==> src/common/efp_pkg.sv <==
// Constants, register map and helpers of the embedded float result unit.
// Assumes a single clock domain; operands arrive already aligned in 64 bits.
package efp_pkg;
  localparam int ADDR_W = 8;
  localparam int DATA_W = 32;
  localparam logic [7:0] CTRL_OFS = 8'h00;
  localparam logic [7:0] STAT_OFS = 8'h04;
  // Control register fields.
  localparam int C_MODE = 0;
  localparam int C_RND = 1;
  localparam int C_INVE = 3;
  localparam int C_DBZE = 4;
  localparam int C_UNFE = 5;
  localparam int C_OVFE = 6;
  localparam int C_INXE = 7;
  localparam int C_EST = 8;
  localparam int CTRL_W = 9;
  localparam logic [8:0] CTRL_RST = 9'h000;
  // Sticky status fields.
  localparam int S_INX = 0;
  localparam int S_INV = 1;
  localparam int S_DBZ = 2;
  localparam int S_UNF = 3;
  localparam int S_OVF = 4;
  localparam int STK_W = 5;
  localparam logic [4:0] STK_RST = 5'h00;
  localparam logic [1:0] RND_NEG = 2'h3;
  localparam logic [1:0] OP_ADD = 2'h0;
  localparam logic [1:0] OP_SUB = 2'h1;
  localparam logic [1:0] OP_MUL = 2'h2;
  localparam logic [1:0] OP_DIV = 2'h3;
  localparam logic signed [13:0] EMAX_S = 14'sd254;
  localparam logic signed [13:0] EMAX_D = 14'sd2046;
  localparam logic signed [13:0] BIAS_S = 14'sd127;
  localparam logic signed [13:0] BIAS_D = 14'sd1023;
  localparam logic [10:0] EALL_S = 11'h0ff;
  localparam logic [10:0] EALL_D = 11'h7ff;

  function automatic logic signed [13:0] efp_emax(input logic dbl);
    return dbl ? EMAX_D : EMAX_S;
  endfunction

  function automatic logic [63:0] efp_pack(input logic dbl, input logic s,
                                           input logic [10:0] e, input logic [51:0] f);
    return dbl ? {s, e, f} : {32'h0000_0000, s, e[7:0], f[22:0]};
  endfunction

  function automatic logic [63:0] efp_sat(input logic dbl, input logic s);
    return efp_pack(dbl, s, 11'(efp_emax(dbl)), {52{1'b1}});
  endfunction

  function automatic logic efp_sign(input logic dbl, input logic [63:0] v);
    return dbl ? v[63] : v[31];
  endfunction

  function automatic logic [10:0] efp_exp(input logic dbl, input logic [63:0] v);
    return dbl ? v[62:52] : {3'h0, v[30:23]};
  endfunction
endpackage

==> src/common/efp_class_if.sv <==
// Decoded view of one operand, passed from the classifier to the result unit.
// Assumes one producer and one consumer per instance.
`timescale 1ns/1ps
interface efp_class_if;
  logic        sign;
  logic        zero;
  logic        inf;
  logic        nan;
  logic        den;
  logic [10:0] exp;
  logic [51:0] frac;
  modport src (output sign, zero, inf, nan, den, exp, frac);
  modport dst (input sign, zero, inf, nan, den, exp, frac);
endinterface

==> src/verilog/efp_classify.sv <==
// Operand decoder for single and double words.
// Assumes a single word sits in the low 32 bits when dbl is low.
`timescale 1ns/1ps
module efp_classify (
  input  logic        dbl,
  input  logic [63:0] word,
  efp_class_if.src    cls
);
  import efp_pkg::*;
  logic fz;
  logic eall;

  always_comb begin
    cls.sign = efp_sign(dbl, word);
    cls.exp  = efp_exp(dbl, word);
    cls.frac = dbl ? word[51:0] : {29'h0, word[22:0]};
    fz       = (cls.frac == 52'h0);
    eall     = (cls.exp == (dbl ? EALL_D : EALL_S));
    cls.zero = (cls.exp == 11'h000) && fz;
    cls.inf  = eall && fz;
    cls.nan  = eall && !fz;
    cls.den  = (cls.exp == 11'h000) && !fz;
  end
endmodule

==> src/verilog/efp_regs.sv <==
// Control and sticky status registers on a plain strobe port.
// Assumes one strobe per cycle; read data stand only in the cycle after the read.
`timescale 1ns/1ps
module efp_regs (
  input  logic                       clk,
  input  logic                       sys_rst,
  input  logic [efp_pkg::ADDR_W-1:0] reg_addr,
  input  logic [efp_pkg::DATA_W-1:0] reg_wdata,
  input  logic                       reg_wr,
  input  logic                       reg_rd,
  output logic [efp_pkg::DATA_W-1:0] reg_rdata,
  input  logic [efp_pkg::STK_W-1:0]  sticky_set,
  output logic [efp_pkg::CTRL_W-1:0] ctrl_reg
);
  import efp_pkg::*;
  logic [STK_W-1:0] sticky_reg;
  logic [STK_W-1:0] sticky_next;

  always_ff @(posedge clk) begin
    if (sys_rst) begin
      ctrl_reg <= CTRL_RST;
    end else if (reg_wr && reg_addr == CTRL_OFS) begin
      // Only mode zero exists, so the mode bit stays zero.
      ctrl_reg <= {reg_wdata[CTRL_W-1:1], 1'b0};
    end
  end

  // A hardware set in the same cycle as a software clear wins.
  always_comb begin
    sticky_next = sticky_reg;
    if (reg_wr && reg_addr == STAT_OFS) begin
      sticky_next = reg_wdata[STK_W-1:0];
    end
    sticky_next = sticky_next | sticky_set;
  end

  always_ff @(posedge clk) begin
    if (sys_rst) begin
      sticky_reg <= STK_RST;
    end else begin
      sticky_reg <= sticky_next;
    end
  end

  always_ff @(posedge clk) begin
    if (sys_rst || !reg_rd) begin
      reg_rdata <= 32'h0000_0000;
    end else if (reg_addr == CTRL_OFS) begin
      reg_rdata <= {23'h0, ctrl_reg};
    end else if (reg_addr == STAT_OFS) begin
      reg_rdata <= {27'h0, sticky_reg};
    end else begin
      reg_rdata <= 32'h0000_0000;
    end
  end
endmodule

==> src/verilog/efp_result.sv <==
// Result and exception stage of the embedded floating-point unit.
// Assumes the core supplies operands with the raw rounded result of its arithmetic:
// an unbounded biased exponent, fraction, zero and inexact flags, one cycle per op.
//
// The address-and-strobe port and the register offsets were chosen for this implementation.
`timescale 1ns/1ps
module efp_result (
  input  logic                       clk,
  input  logic                       sys_rst,
  input  logic [efp_pkg::ADDR_W-1:0] reg_addr,
  input  logic [efp_pkg::DATA_W-1:0] reg_wdata,
  input  logic                       reg_wr,
  input  logic                       reg_rd,
  output logic [efp_pkg::DATA_W-1:0] reg_rdata,
  input  logic                       op_valid,
  input  logic [1:0]                 op_code,
  input  logic                       op_dbl,
  input  logic [63:0]                op_a,
  input  logic [63:0]                op_b,
  input  logic signed [13:0]         core_exp,
  input  logic [51:0]                core_frac,
  input  logic                       core_zero,
  input  logic                       core_inexact,
  output logic                       res_valid,
  output logic [63:0]                res_value,
  output logic                       res_ovf,
  output logic                       res_unf,
  output logic                       res_inexact,
  output logic                       data_irq,
  output logic                       round_irq
);
  import efp_pkg::*;

  efp_class_if ca();
  efp_class_if cb();

  logic [CTRL_W-1:0] ctrl;
  logic [STK_W-1:0]  sticky_set;
  logic              addsub;
  logic              sb_eff;
  logic              a_big;
  logic              r_sign;
  logic signed [13:0] ea;
  logic signed [13:0] eb;
  logic signed [13:0] emax;
  logic signed [13:0] bias;
  logic              bad_in;
  logic              big_in;
  logic              zz;
  logic              dbz;
  logic              invalid;
  logic              est_ovf;
  logic              est_unf;
  logic              ovf;
  logic              unf;
  logic              inexact;
  logic              data_c;
  logic              round_c;
  logic [63:0]       value;
  logic              dbl_reg;

  efp_classify u_cls_a (
    .dbl  (op_dbl),
    .word (op_a),
    .cls  (ca.src)
  );

  efp_classify u_cls_b (
    .dbl  (op_dbl),
    .word (op_b),
    .cls  (cb.src)
  );

  efp_regs u_regs (
    .clk        (clk),
    .sys_rst    (sys_rst),
    .reg_addr   (reg_addr),
    .reg_wdata  (reg_wdata),
    .reg_wr     (reg_wr),
    .reg_rd     (reg_rd),
    .reg_rdata  (reg_rdata),
    .sticky_set (sticky_set),
    .ctrl_reg   (ctrl)
  );

  // Sign of the result.
  always_comb begin
    addsub = (op_code == OP_ADD) || (op_code == OP_SUB);
    sb_eff = cb.sign ^ (op_code == OP_SUB);
    a_big  = {ca.exp, ca.frac} >= {cb.exp, cb.frac};
    if (!addsub) begin
      r_sign = ca.sign ^ cb.sign;
    end else if (core_zero) begin
      r_sign = (ca.zero && ca.sign && cb.zero && sb_eff) || (ctrl[C_RND+:2] == RND_NEG);
    end else if (ca.sign == sb_eff) begin
      r_sign = ca.sign;
    end else begin
      r_sign = a_big ? ca.sign : sb_eff;
    end
  end

  // Exception detection with the enables as they stand at issue.
  always_comb begin
    ea      = {3'h0, ca.exp};
    eb      = {3'h0, cb.exp};
    emax    = efp_emax(op_dbl);
    bias    = op_dbl ? BIAS_D : BIAS_S;
    big_in  = ca.inf || ca.nan || cb.inf || cb.nan;
    bad_in  = big_in || ca.den || cb.den;
    zz      = (op_code == OP_DIV) && ca.zero && cb.zero;
    dbz     = (op_code == OP_DIV) && cb.zero && !ca.zero && !bad_in;
    invalid = bad_in || zz;
    est_ovf = ctrl[C_EST] && ((addsub && ((ea > eb ? ea : eb) == emax)) ||
              ((op_code == OP_MUL) && (ea + eb - bias == emax)));
    est_unf = ctrl[C_EST] && (op_code == OP_DIV) && (ea - eb - bias <= 14'sd1);
    ovf     = !invalid && !dbz && !core_zero && ((core_exp > emax) || est_ovf);
    unf     = !invalid && !dbz && !core_zero && !ovf &&
              ((core_exp < 14'sd1) || est_unf);
    inexact = !invalid && !dbz && (core_inexact ||
              (ovf && !ctrl[C_OVFE]) || (unf && !ctrl[C_UNFE]));
    data_c  = (invalid && ctrl[C_INVE]) || (dbz && ctrl[C_DBZE]) ||
              (ovf && ctrl[C_OVFE]) || (unf && ctrl[C_UNFE]);
    round_c = inexact && ctrl[C_INXE] && !data_c;
  end

  // Result selection; every path yields a normal value or a signed zero.
  always_comb begin
    if (invalid) begin
      value = big_in ? efp_sat(op_dbl, r_sign) : efp_pack(op_dbl, r_sign && !zz, 11'h0, 52'h0);
    end else if (dbz || ovf) begin
      value = efp_sat(op_dbl, r_sign);
    end else if (unf || core_zero) begin
      value = efp_pack(op_dbl, r_sign, 11'h0, 52'h0);
    end else begin
      value = efp_pack(op_dbl, r_sign, core_exp[10:0], core_frac);
    end
  end

  // Conditions go back to the sticky flags in the issuing cycle.
  always_comb begin
    sticky_set        = 5'h00;
    sticky_set[S_INX] = op_valid && inexact;
    sticky_set[S_INV] = op_valid && invalid;
    sticky_set[S_DBZ] = op_valid && dbz;
    sticky_set[S_UNF] = op_valid && unf;
    sticky_set[S_OVF] = op_valid && ovf;
  end

  always_ff @(posedge clk) begin
    if (sys_rst) begin
      res_valid   <= 1'b0;
      res_value   <= 64'h0000_0000_0000_0000;
      res_ovf     <= 1'b0;
      res_unf     <= 1'b0;
      res_inexact <= 1'b0;
      dbl_reg     <= 1'b0;
    end else begin
      res_valid   <= op_valid;
      res_value   <= op_valid ? value : 64'h0000_0000_0000_0000;
      res_ovf     <= op_valid && ovf;
      res_unf     <= op_valid && unf;
      res_inexact <= op_valid && inexact;
      dbl_reg     <= op_dbl;
    end
  end

  // Interrupts are one-cycle pulses beside the result; data outranks round.
  always_ff @(posedge clk) begin
    if (sys_rst) begin
      data_irq  <= 1'b0;
      round_irq <= 1'b0;
    end else begin
      data_irq  <= op_valid && data_c;
      round_irq <= op_valid && round_c;
    end
  end
endmodule
==> config.mk <==
export PLATFORM = sky130hd
export DESIGN_NAME = efp_result
export DESIGN_NICKNAME = d
export VERILOG_FILES = /design/src/common/efp_pkg.sv /design/src/common/efp_class_if.sv /design/src/verilog/efp_classify.sv /design/src/verilog/efp_regs.sv /design/src/verilog/efp_result.sv
export SDC_FILE = /design/constraint.sdc
export NUM_CORES = 1
export LEC_CHECK = 0
export CAP_MARGIN = 30
export CORE_MARGIN = 4
export CORE_UTILIZATION = 53
export CTS_CLUSTER_DIAMETER = 40
export DETAILED_ROUTE_END_ITERATION = 10
export DONT_BUFFER_PORTS = 1
export PLACE_DENSITY_LB_ADDON = 0.15
export SLEW_MARGIN = 20
export SYNTH_ARGS = -nofsm -noshare
export SYNTH_HDL_FRONTEND = slang
export SYNTH_HIERARCHICAL = 1
export SYNTH_SLANG_ARGS = --single-unit
export TNS_END_PERCENT = 10
==> constraint.sdc <==
create_clock -name clk -period 10.92 [get_ports clk]
set_input_delay 0.546 -clock clk [delete_from_list [all_inputs] [get_ports clk]]
set_output_delay 0.546 -clock clk [all_outputs]
set_load 0.02 [all_outputs]
# Word-level counts from Yosys, hierarchy flattened
# Index checks and enable logic that the tools add are counted.
# Widths: inputs -> output; s select.
# op_classes
n_addsub	4
magnitude_cmp	5
n_eq_ne	10
n_mux	25
bitwise	5
n_reduce_logical	86
# ops
cell	count
$mux 64	8
$logic_not 52->1	2
$mux 52	2
$ge 63x63->1	1
$mux 11	5
$logic_and 1x1->1	45
$eq 11x11->1	2
$logic_not 11->1	2
$logic_or 1x1->1	19
$eq 12x14->1	1
$gt 14x14->1	1
$lt 14x2->1 const B	1
$eq 13x12->1	1
$le 13x2->1 const B	1
$logic_not 1->1	13
$sub 12x10->13	1
$sub 12x11->13	1
$add 11x11->12	1
$sub 11x11->12	1
$gt 11x11->1	1
$mux 10	1
$mux 5	2
$mux 9	1
$eq 8x3->1 const B	1
11 further kinds	21
# totals
register_bits	115
in_bits	244
output_inout_bits	102
elab_cells	147

# Longest topological paths before layout
# Gate-level depths: netlist of run 1.
# logic_depth
ltp_word	24
ltp_mapped	23
mapped_depth_nobuf	20

# Cells and area by module
# Netlist of run 1, hierarchy kept.
# by_module_without_submodules
module	instances	cells_each	area_each_um2	seq_area_each_um2
efp_result	1	676	5754.3	1401.3
efp_classify	2	110	762.0	0.0
efp_regs	1	112	1128.6	440.4

# Worst setup path after synthesis of run 1
# No wires, ideal clock.
# synth_timing
kind	input-to-reg
start	in op_dbl
end	reg u_regs.sticky_reg[0]
setup_ps	128
arrival_ps	4420
required_ps	10792
slack_ps	6372
path_stages	22
path_buffers	2
path_cell_list	buf_6 -> mux2_1 -> inv_1 -> ha_1 -> inv_1 -> fa_1 -> a21o_1 -> a221oi_4 -> o21bai_1 -> a21oi_1 -> xnor2_1 -> ha_1 -> a21o_1 -> nand2_1 -> o21ai_1 -> or3_1 -> a41o_1 -> buf_6 -> nor4b_1 -> o211a_1 -> a41oi_1 -> a21oi_1
# synth_between
word_cells_on_any_way	68
classes_between	add/sub (4); order compare (3); eq/ne (4); mux (8); bitwise (1); reduce/logical (48)
# synth_rtl
item	line_no	source
start: declaration	efp_result.sv:17	input logic op_dbl,
$mux 11 *	efp_pkg.sv:57	return dbl ? v[62:52] : {3'h0, v[30:23]};
named net ca.exp[0]	efp_class_if.sv:10	logic [10:0] exp;
parallel branches: the longest is 18 deep, another holds $sub 12x11->13	--	
$logic_and 1x1->1 *	efp_result.sv:119	inexact = !invalid && !dbz && (core_inexact ||
$logic_and 1x1->1 *	efp_result.sv:142	sticky_set[S_INX] = op_valid && inexact;
named net sticky_set[0]	efp_result.sv:38	logic [STK_W-1:0] sticky_set;
$or 5x5->5 *	efp_regs.sv:34	sticky_next = sticky_next | sticky_set;
end signal: assignment	efp_regs.sv:41	sticky_reg <= sticky_next;
end: declaration	efp_regs.sv:16	logic [STK_W-1:0] sticky_reg;
# Mark *: on every way through the listed nets, which the timed path passes.
# A chain may end at the register's enable or synchronous reset.

# Worst setup path after layout of run 1
# layout_timing
start	in op_dbl
end	reg res_value[52]
# layout_between
elab_chain_cells	22
word_cells_on_any_way	69
classes_between	add/sub (4); order compare (3); eq/ne (4); mux (14); reduce/logical (44)
# layout_rtl
item	line_no	source
parallel branches: the longest is 21 deep, another holds $sub 12x11->13	--	
$mux 64 *	efp_result.sv:128	if (invalid) begin
end signal: assignment	efp_result.sv:159	res_value <= op_valid ? value : 64'h0000_0000_0000_0000;
end: declaration	efp_result.sv:25	output logic [63:0] res_value,
# Mark *: on every way between the ends.

==> out/results.tsv, run 1 <==
metric	value	unit
cp-start-kind	input pin	
status	finished, final reports clean	
max_cap_viol_count	0	
syn_avg_cell_area	8.34	um2
finClkSkew	10.2	ps
syn_inst	1007	
dp.cells	1143	
ys_warn_count	6	
final_cells	1158	
synthToLayoutAreaGrowth	-0.819	%
core_area	0.0154	mm2
finalSetupViolCount	0	
io_pins	346	
cts-buffers-inserted	9	
hold_depth	1	
rsz0062_at_grt	false	
layout_commonest_cell	inv_1	
layout_common_cells	inv_1, ha_1, dfxtp_1, a21o_1, and2_1	
die_w	134	um
post-route-worst-setup-slack	6120	ps
numPortBuffers	0	
overflow	0	
grt_pass1_wl	34900	um
first_global_vias	6632	
tightest_slew	893	ps
rrSetupSlack	7480	ps
drc	0	
ir_drop	76.9	uV
insertion_delay	340	ps
ant_nets	0	
root_buffer	clkbuf_16	
grt_antenna_before_repair	0	
gp_congestion	0.920	
leakage	3.95	nW
cts_sinks	92	
pre_cts_ws	5810	ps
start_util	54.6	%
hold_path.class	in -> reg	
rows	45	
hpwl	18800	um
clock.fmax	208	MHz
h-tree-depth	3	
ctsLongestPathBuffers	2	
drive_above_1_share	7.07	%
criticalPathCategory	in -> reg	
vias	6790	
syn-cell-area	0.00840	mm2
finalHoldViolations	0	
p_per_area	112	mW/mm2
cts_tree	yes	
tns	0	ps
viasPerCell	5.86	
min_period	4800	ps
nets	1284	
wl_per_cell	19.5	um
arrival	5080	ps
slew_headroom	38.9	%
worstPathMaxFanout	116	
maxSlewViolCount	0	
wirelength	22600	um
r2r_cells	9	
dieArea	0.0179	mm2
critPathCaptureType	flop	
postCtsSetupBuffers	0	
cp.required	11200	ps
drtIter0Drc	395	
n_antenna_cell	0	
fin_crit_sh	44.0	%
gr-usage-all-layers	23.9	%
hold_buffers	0	
firstDrtPassIters	6	
clk_pin_slew_worst_paths	60	ps
grt_start_max_net_pins	117	
post_cts_resize_count	0	
largest_register_ffs	64	
die_h	134	um
==> layer usage <==
metal / GRT usage, % / share of wire, %
met5: 0 / 0
met3: 5.96 / 7.5
met1: 30.3 / 43
met2: 40.7 / 48
met4: 5.94 / 1.8
==> final timing paths <==
path,endpoint,start
setup / recovery,res_value[52],op_dbl
hold / removal,u_regs/sticky_reg[4],sys_rst
setup reg to reg,res_value[52],u_regs/ctrl_reg[8]
hold reg to reg,u_regs/sticky_reg[0],u_regs/sticky_reg[0]
==> critical path, cell delays in order <==
cell      delay (ps)
mux2_1           350
inv_1             90
ha_1             220
inv_1             70
fa_1             400
a21o_1           230
a221oi_4         350
o21bai_1         110
a21oi_1          190
xnor2_1          140
ha_1             310
a21o_1           230
nand2_1           70
o21ai_1           70
or3_1            300
a41o_1           400
a31oi_4          740
and3_1           240
==> per-stage QoR <==
step	hold WS, ps	cell area (um2)	power, W	utilization, %
2_1_floorplan	440	8480	0.000630	-
3_3_place_gp	448	8060	0.000654	52.4
3_5_place_dp	450	8060	0.000657	52.4
4_1_cts	263	8330	0.000941	54.2
5_1_grt	264	8330	0.000993	54.2
6_report	275	8330	0.000937	54.2
==> cell type report <==
type / instances / area (um2)
Clock inverter: 5 / 35.0
Multi-Input combinational cell: 739 / 5560
Tap cell: 211 / 264
Inverter: 98 / 368
Clock buffer: 10 / 239
Fill cell: 1502 / 7040
Sequential cell: 92 / 1840
Timing Repair Buffer: 3 / 22.5
==> power by group <==
part,switching (W),internal (W)
clock,0.000125,0.000160
combinational,0.000158,0.000121
sequential,0.0000233,0.000350
(Power assumes the default switching activity.)
==> run 2, diff against run 1 <==
==> constraint.sdc (replaced) <==
create_clock -name clk -period 4.5 [get_ports clk]
set_input_delay 0.225 -clock clk [delete_from_list [all_inputs] [get_ports clk]]
set_output_delay 0.225 -clock clk [all_outputs]
set_load 0.02 [all_outputs]
==> run 2 against run 1 <==
Combinational power rose to 2.6 times the previous value. Worst setup slack worse by 5700 ps. Global-route usage is 1.2 points higher. Critical endpoint is now u_regs/sticky_reg[0]. Largest cell class unchanged. Largest power group unchanged.
==> out/results.tsv, run 2 (synthesis gave the netlist of run 1 again) <==
metric	value	unit
criticalPathCategory	in -> reg	
finalHoldViolations	0	
io_pins	346	
root_buffer	clkbuf_16	
wirelength	23600	um
drive_above_1_share	7.55	%
maxSlewViolCount	0	
slew_headroom	43.7	%
critPathCaptureType	flop	
status	finished, final reports clean	
cp.required	4770	ps
viasPerCell	5.81	
switching_share	32.8	%
nets	1343	
top_layer_used	met4	
rows	45	
grt_antenna_before_repair	0	
worstPathMaxFanout	116	
fin_crit_sh	91.1	%
cts_tree	yes	
layout_common_cells	inv_1, ha_1, dfxtp_1, a21o_1, and2_1	
dr_wl_met3	1770	um
synthToLayoutAreaGrowth	6.18	%
tightest_slew	836	ps
h-tree-depth	3	
overflow	0	
clock.fmax	244	MHz
path_buf_inv	2	
n_antenna_cell	0	
met1_length	9980	um
rr_startpoint	u_regs/ctrl_reg[8]	
tns	0	ps
hold_start	core_exp[0]	
cts-buffers-inserted	9	
r2r_cells	11	
numPortBuffers	0	
ant_nets	0	
dieArea	0.0179	mm2
internal-power	0.00157	W
grt_start_max_net_pins	117	
leakage	4.21	nW
power_switching	0.000765	W
rrSetupSlack	1710	ps
hold_depth	1	
layout_commonest_cell	inv_1	
rsz0062_at_grt	false	
arrival	4370	ps
final_cells	1218	
wl_met2	11400	um
dp.cells	1151	
seqPwrFrac	38.8	%
start_util	54.6	%
crit_chain	mux2_1 > inv_1 > ha_1 > inv_1 > fa_1 > a21o_1 > a221oi_4 > o21bai_1 > a21oi_1 > xnor2_1 > ha_1 > a21o_1 > a21oi_1 > o21ai_0 > o311ai_0 > a41o_2 > nor4b_1 > o211a_1 > a41oi_1 > a21oi_1	
crit_path_start	op_dbl	
ctsLongestPathBuffers	2	
critical_path.max_stage_delay	390	ps
cp-start-kind	input pin	
combPwrFrac	31.1	%
p_per_area	262	mW/mm2
crit_top_cell	a21oi_1	
min_delay_worst_endpoint	res_value[52]	
core_area	0.0154	mm2
critical_path.slowest_cell	fa_1	
firstDrtPassIters	5	
grt_pass1_wl	36600	um
gp_congestion	0.958	
vias	7073	
wl_per_cell	19.4	um
drc	0	
die_h	134	um
insertion_delay	340	ps
hpwl	18900	um
clk_pin_slew_worst_paths	60	ps
largest_register_ffs	64	
max_cap_viol_count	0	
ir_drop	256	uV
power_frac_clock	30.1	%
r2r_end	res_value[52]	
first_global_vias	7067	
gr-usage-all-layers	25.1	%
die_w	134	um
finalSetupViolCount	0	
critPathTopFamily	compound AO/OA/AOI/OAI gates	
drtIter0Drc	351	
cts_sinks	92	
finClkSkew	8.03	ps
min_period	4100	ps
hold_path.class	in -> reg	
run 2: cell type report:
class / instances / area (um2)
clock buffers: 11 / 243
clock inverters: 5 / 35.0
fillers: 1426 / 6450
inverters: 98 / 368
multi-input cells: 739 / 5560
flip-flops and latches: 92 / 1840
well taps: 211 / 264
repair buffers: 62 / 606
run 2: worst max-delay path by stage:
stage	cells after the start	slack, ps	endpoint
finish	20	400	u_regs/sticky_reg[0]
global route	20	7	u_regs/sticky_reg[0]
CTS	20	340	u_regs/sticky_reg[0]
detailed placement	20	20	u_regs/sticky_reg[0]
global placement	20	100	u_regs/sticky_reg[0]
floorplan	22	270	u_regs/sticky_reg[0]
run 2: metrics by stage:
stage / setup slack [ps] / power, W / utilization (%) / hold WS [ps] / cell area, um2
final: 400 / 0.00233 / 58.0 / 30.0 / 8920
after global placement: 105 / 0.00160 / 52.9 / 297 / 8130
after detailed placement: 19.9 / 0.00160 / 52.9 / 299 / 8130
after floorplan: 273 / 0.00153 / - / 335 / 8480
after global routing: 7.38 / 0.00248 / 58.0 / 32.5 / 8920
after CTS: 335 / 0.00234 / 58.0 / 24.2 / 8920
run 2: repair_timing:
action | in CTS | in global routing
resized for setup | 0 | 1
hold buffers | 51 | 0
setup buffers | 0 | 0
hold endpoints to repair | 55 | 0
endpoints found under the setup margin | 0 | 1
run 2: worst reg2reg max path, stage by stage (launching register included):
cell,delay [ps]
dfxtp_1,470
nand2_1,80
a21oi_1,110
nor4b_1,270
nand4_1,130
a2111oi_0,370
buf_4,190
nand3_1,110
o21a_1,350
a31oi_4,210
buf_4,270
and3_1,180
run 2: power by group through the flow:
stage | Clock [W] | Combinational, W | Sequential (W)
floorplan | 0 | 0.000613 | 0.000916
global placement | 0 | 0.000673 | 0.000925
detailed placement | 0 | 0.000677 | 0.000925
CTS | 0.000713 | 0.000719 | 0.000907
global route | 0.000747 | 0.000822 | 0.000908
finish | 0.000703 | 0.000725 | 0.000907
run 2: metal layers:
layer	vias to the layer above	track usage (%)
met5	-	0
met4	0	5.77
li1	3526	-
met2	247	43.3
met1	3270	31.4
met3	30	6.45
==> run 3, diff against run 2 <==
--- a/config.mk
+++ b/config.mk
@@ -8,6 +8,7 @@
 export CAP_MARGIN = 30
 export CORE_MARGIN = 4
 export CORE_UTILIZATION = 53
+export CTS_BUF_LIST = sky130_fd_sc_hd__clkbuf_8 sky130_fd_sc_hd__clkbuf_16
 export CTS_CLUSTER_DIAMETER = 40
 export DETAILED_ROUTE_END_ITERATION = 10
 export DONT_BUFFER_PORTS = 1
==> run 3 against run 2 <==
Flip-flop and latch count did not move. Clock power barely moved. Via count rose by 0.44%. Sequential share of layout area did not move. Wire length fell by 0.18%. Maximum frequency decreased by 0.21%. Non-clock buffer count unchanged. First-iteration DRC count increased by 4.3%. Sequential power about the same. Global-route usage unchanged. Count of clock-buffer cells in the layout is 1 lower. Cell area stayed put.
==> out/results.tsv, run 3 (synthesis gave the netlist of run 1 again) <==
metric	value	unit
status	finished, final reports clean	
place_area	0.00813	mm2
worstPathMaxFanout	116	
combPwrFrac	31.1	%
design_area	0.00892	mm2
start_util	54.6	%
gr-usage-all-layers	25.1	%
root_buffer	clkbuf_16	
firstDrtPassIters	5	
hpwl	18900	um
cts_sinks	92	
critPathCaptureType	flop	
vias	7104	
hold_path.class	in -> reg	
wl_per_cell	19.3	um
finalSetupViolCount	0	
power	0.00233	W
drive_above_1_share	7.55	%
drtIter0Drc	366	
min_period	4110	ps
numPortBuffers	0	
finClkSkew	6.77	ps
ir_drop	256	uV
cp-start-kind	input pin	
cts-buffers-inserted	9	
die_w	134	um
criticalPathCategory	in -> reg	
synthToLayoutAreaGrowth	6.18	%
power_frac_clock	30.0	%
tightest_slew	851	ps
clk_pin_slew_worst_paths	60	ps
maxSlewViolCount	0	
core_area	0.0154	mm2
wirelength	23500	um
ant_nets	0	
finalHoldViolations	0	
max_cap_viol_count	0	
clock.fmax	243	MHz
viasPerCell	5.83	
grt_start_max_net_pins	117	
cp.required	4770	ps
dieArea	0.0179	mm2
die_h	134	um
seqPwrFrac	38.9	%
nets	1343	
rsz0062_at_grt	false	
power_switching	0.000765	W
fillers	1426	
rows	45	
fin_crit_sh	91.3	%
leakage	4.21	nW
cts_tree	yes	
grt_pass1_wl	36600	um
internal-power	0.00157	W
drc	0	
gp_congestion	0.958	
layout_commonest_cell	inv_1	
n_antenna_cell	0	
layout_common_cells	inv_1, ha_1, dfxtp_1, a21o_1, and2_1	
switching_share	32.8	%
first_global_vias	7067	
tns	0	ps
largest_register_ffs	64	
p_per_area	262	mW/mm2
ctsLongestPathBuffers	2	
overflow	0	
io_pins	346	
insertion_delay	340	ps
grt_antenna_before_repair	0	
h-tree-depth	3	
slew_headroom	42.8	%
arrival	4380	ps
run 3: critical path: stages:
cell and delay [ps]:
mux2_1 360, inv_1 90, ha_1 180, inv_1 60, fa_1 390, a21o_1 230, a221oi_4 270, o21bai_1 90
a21oi_1 170, xnor2_1 140, ha_1 310, a21o_1 230, a21oi_1 130, o21ai_0 120, o311ai_0 360, a41o_2 270
nor4b_1 280, o211a_1 210, a41oi_1 50, a21oi_1 180
run 3: per-stage QoR:
stage / util (%) / std cells / hold slack, ps / worst slack (ps)
after floorplan: - / 1029 / 335 / 273
after global placement: 52.9 / 1151 / 297 / 105
after detailed placement: 52.9 / 1151 / 299 / 19.9
after CTS: 58.0 / 1218 / 24.2 / 335
after global routing: 58.0 / 1218 / 32.5 / 7.38
final: 58.0 / 1218 / 32.2 / 391
run 3: final timing paths:
path	from	to	slack [ps]	cells past startpoint
setup / recovery	op_dbl	u_regs/sticky_reg[0]	390	20
hold / removal	core_exp[0]	res_value[52]	30	1
setup reg to reg	u_regs/ctrl_reg[8]	res_value[52]	1740	11
hold reg to reg	u_regs/sticky_reg[4]	u_regs/sticky_reg[4]	470	2
run 3: power groups by stage:
| stage | clock [W] | sequential (W) | combinational (W) |
|---|---|---|---|
| floorplan | 0 | 0.000916 | 0.000613 |
| global placement | 0 | 0.000925 | 0.000673 |
| detailed placement | 0 | 0.000925 | 0.000677 |
| CTS | 0.000711 | 0.000907 | 0.000719 |
| global route | 0.000745 | 0.000908 | 0.000822 |
| finish | 0.000700 | 0.000907 | 0.000725 |
run 3: what timing repair did:
item / 4_1_cts / 5_1_grt
gates resized for setup: 0 / 1
hold buffers: 51 / 0
buffers inserted: 0 / 0
endpoints found under the setup margin: 0 / 1
endpoints found under the hold margin: 55 / 0
run 3: metal layers:
metal / wire, um / global-route usage (%) / vias up
met1: 9920 / 31.4 / 3292
met4: 435 / 5.77 / 0
met5: 0 / 0 / -
met3: 1770 / 6.45 / 37
li1: - / - / 3526
met2: 11400 / 43.3 / 249
run 3: cell type report:
cell class                      instances  area, um2  area share, %
Clock buffer                           10        239           2.68
Clock inverter                          6       38.8          0.435
Inverter                               98        368           4.12
Multi-Input combinational cell        739       5560           62.4
Sequential cell                        92       1840           20.7
Tap cell                              211        264           2.96
Timing Repair Buffer                   62        606           6.79
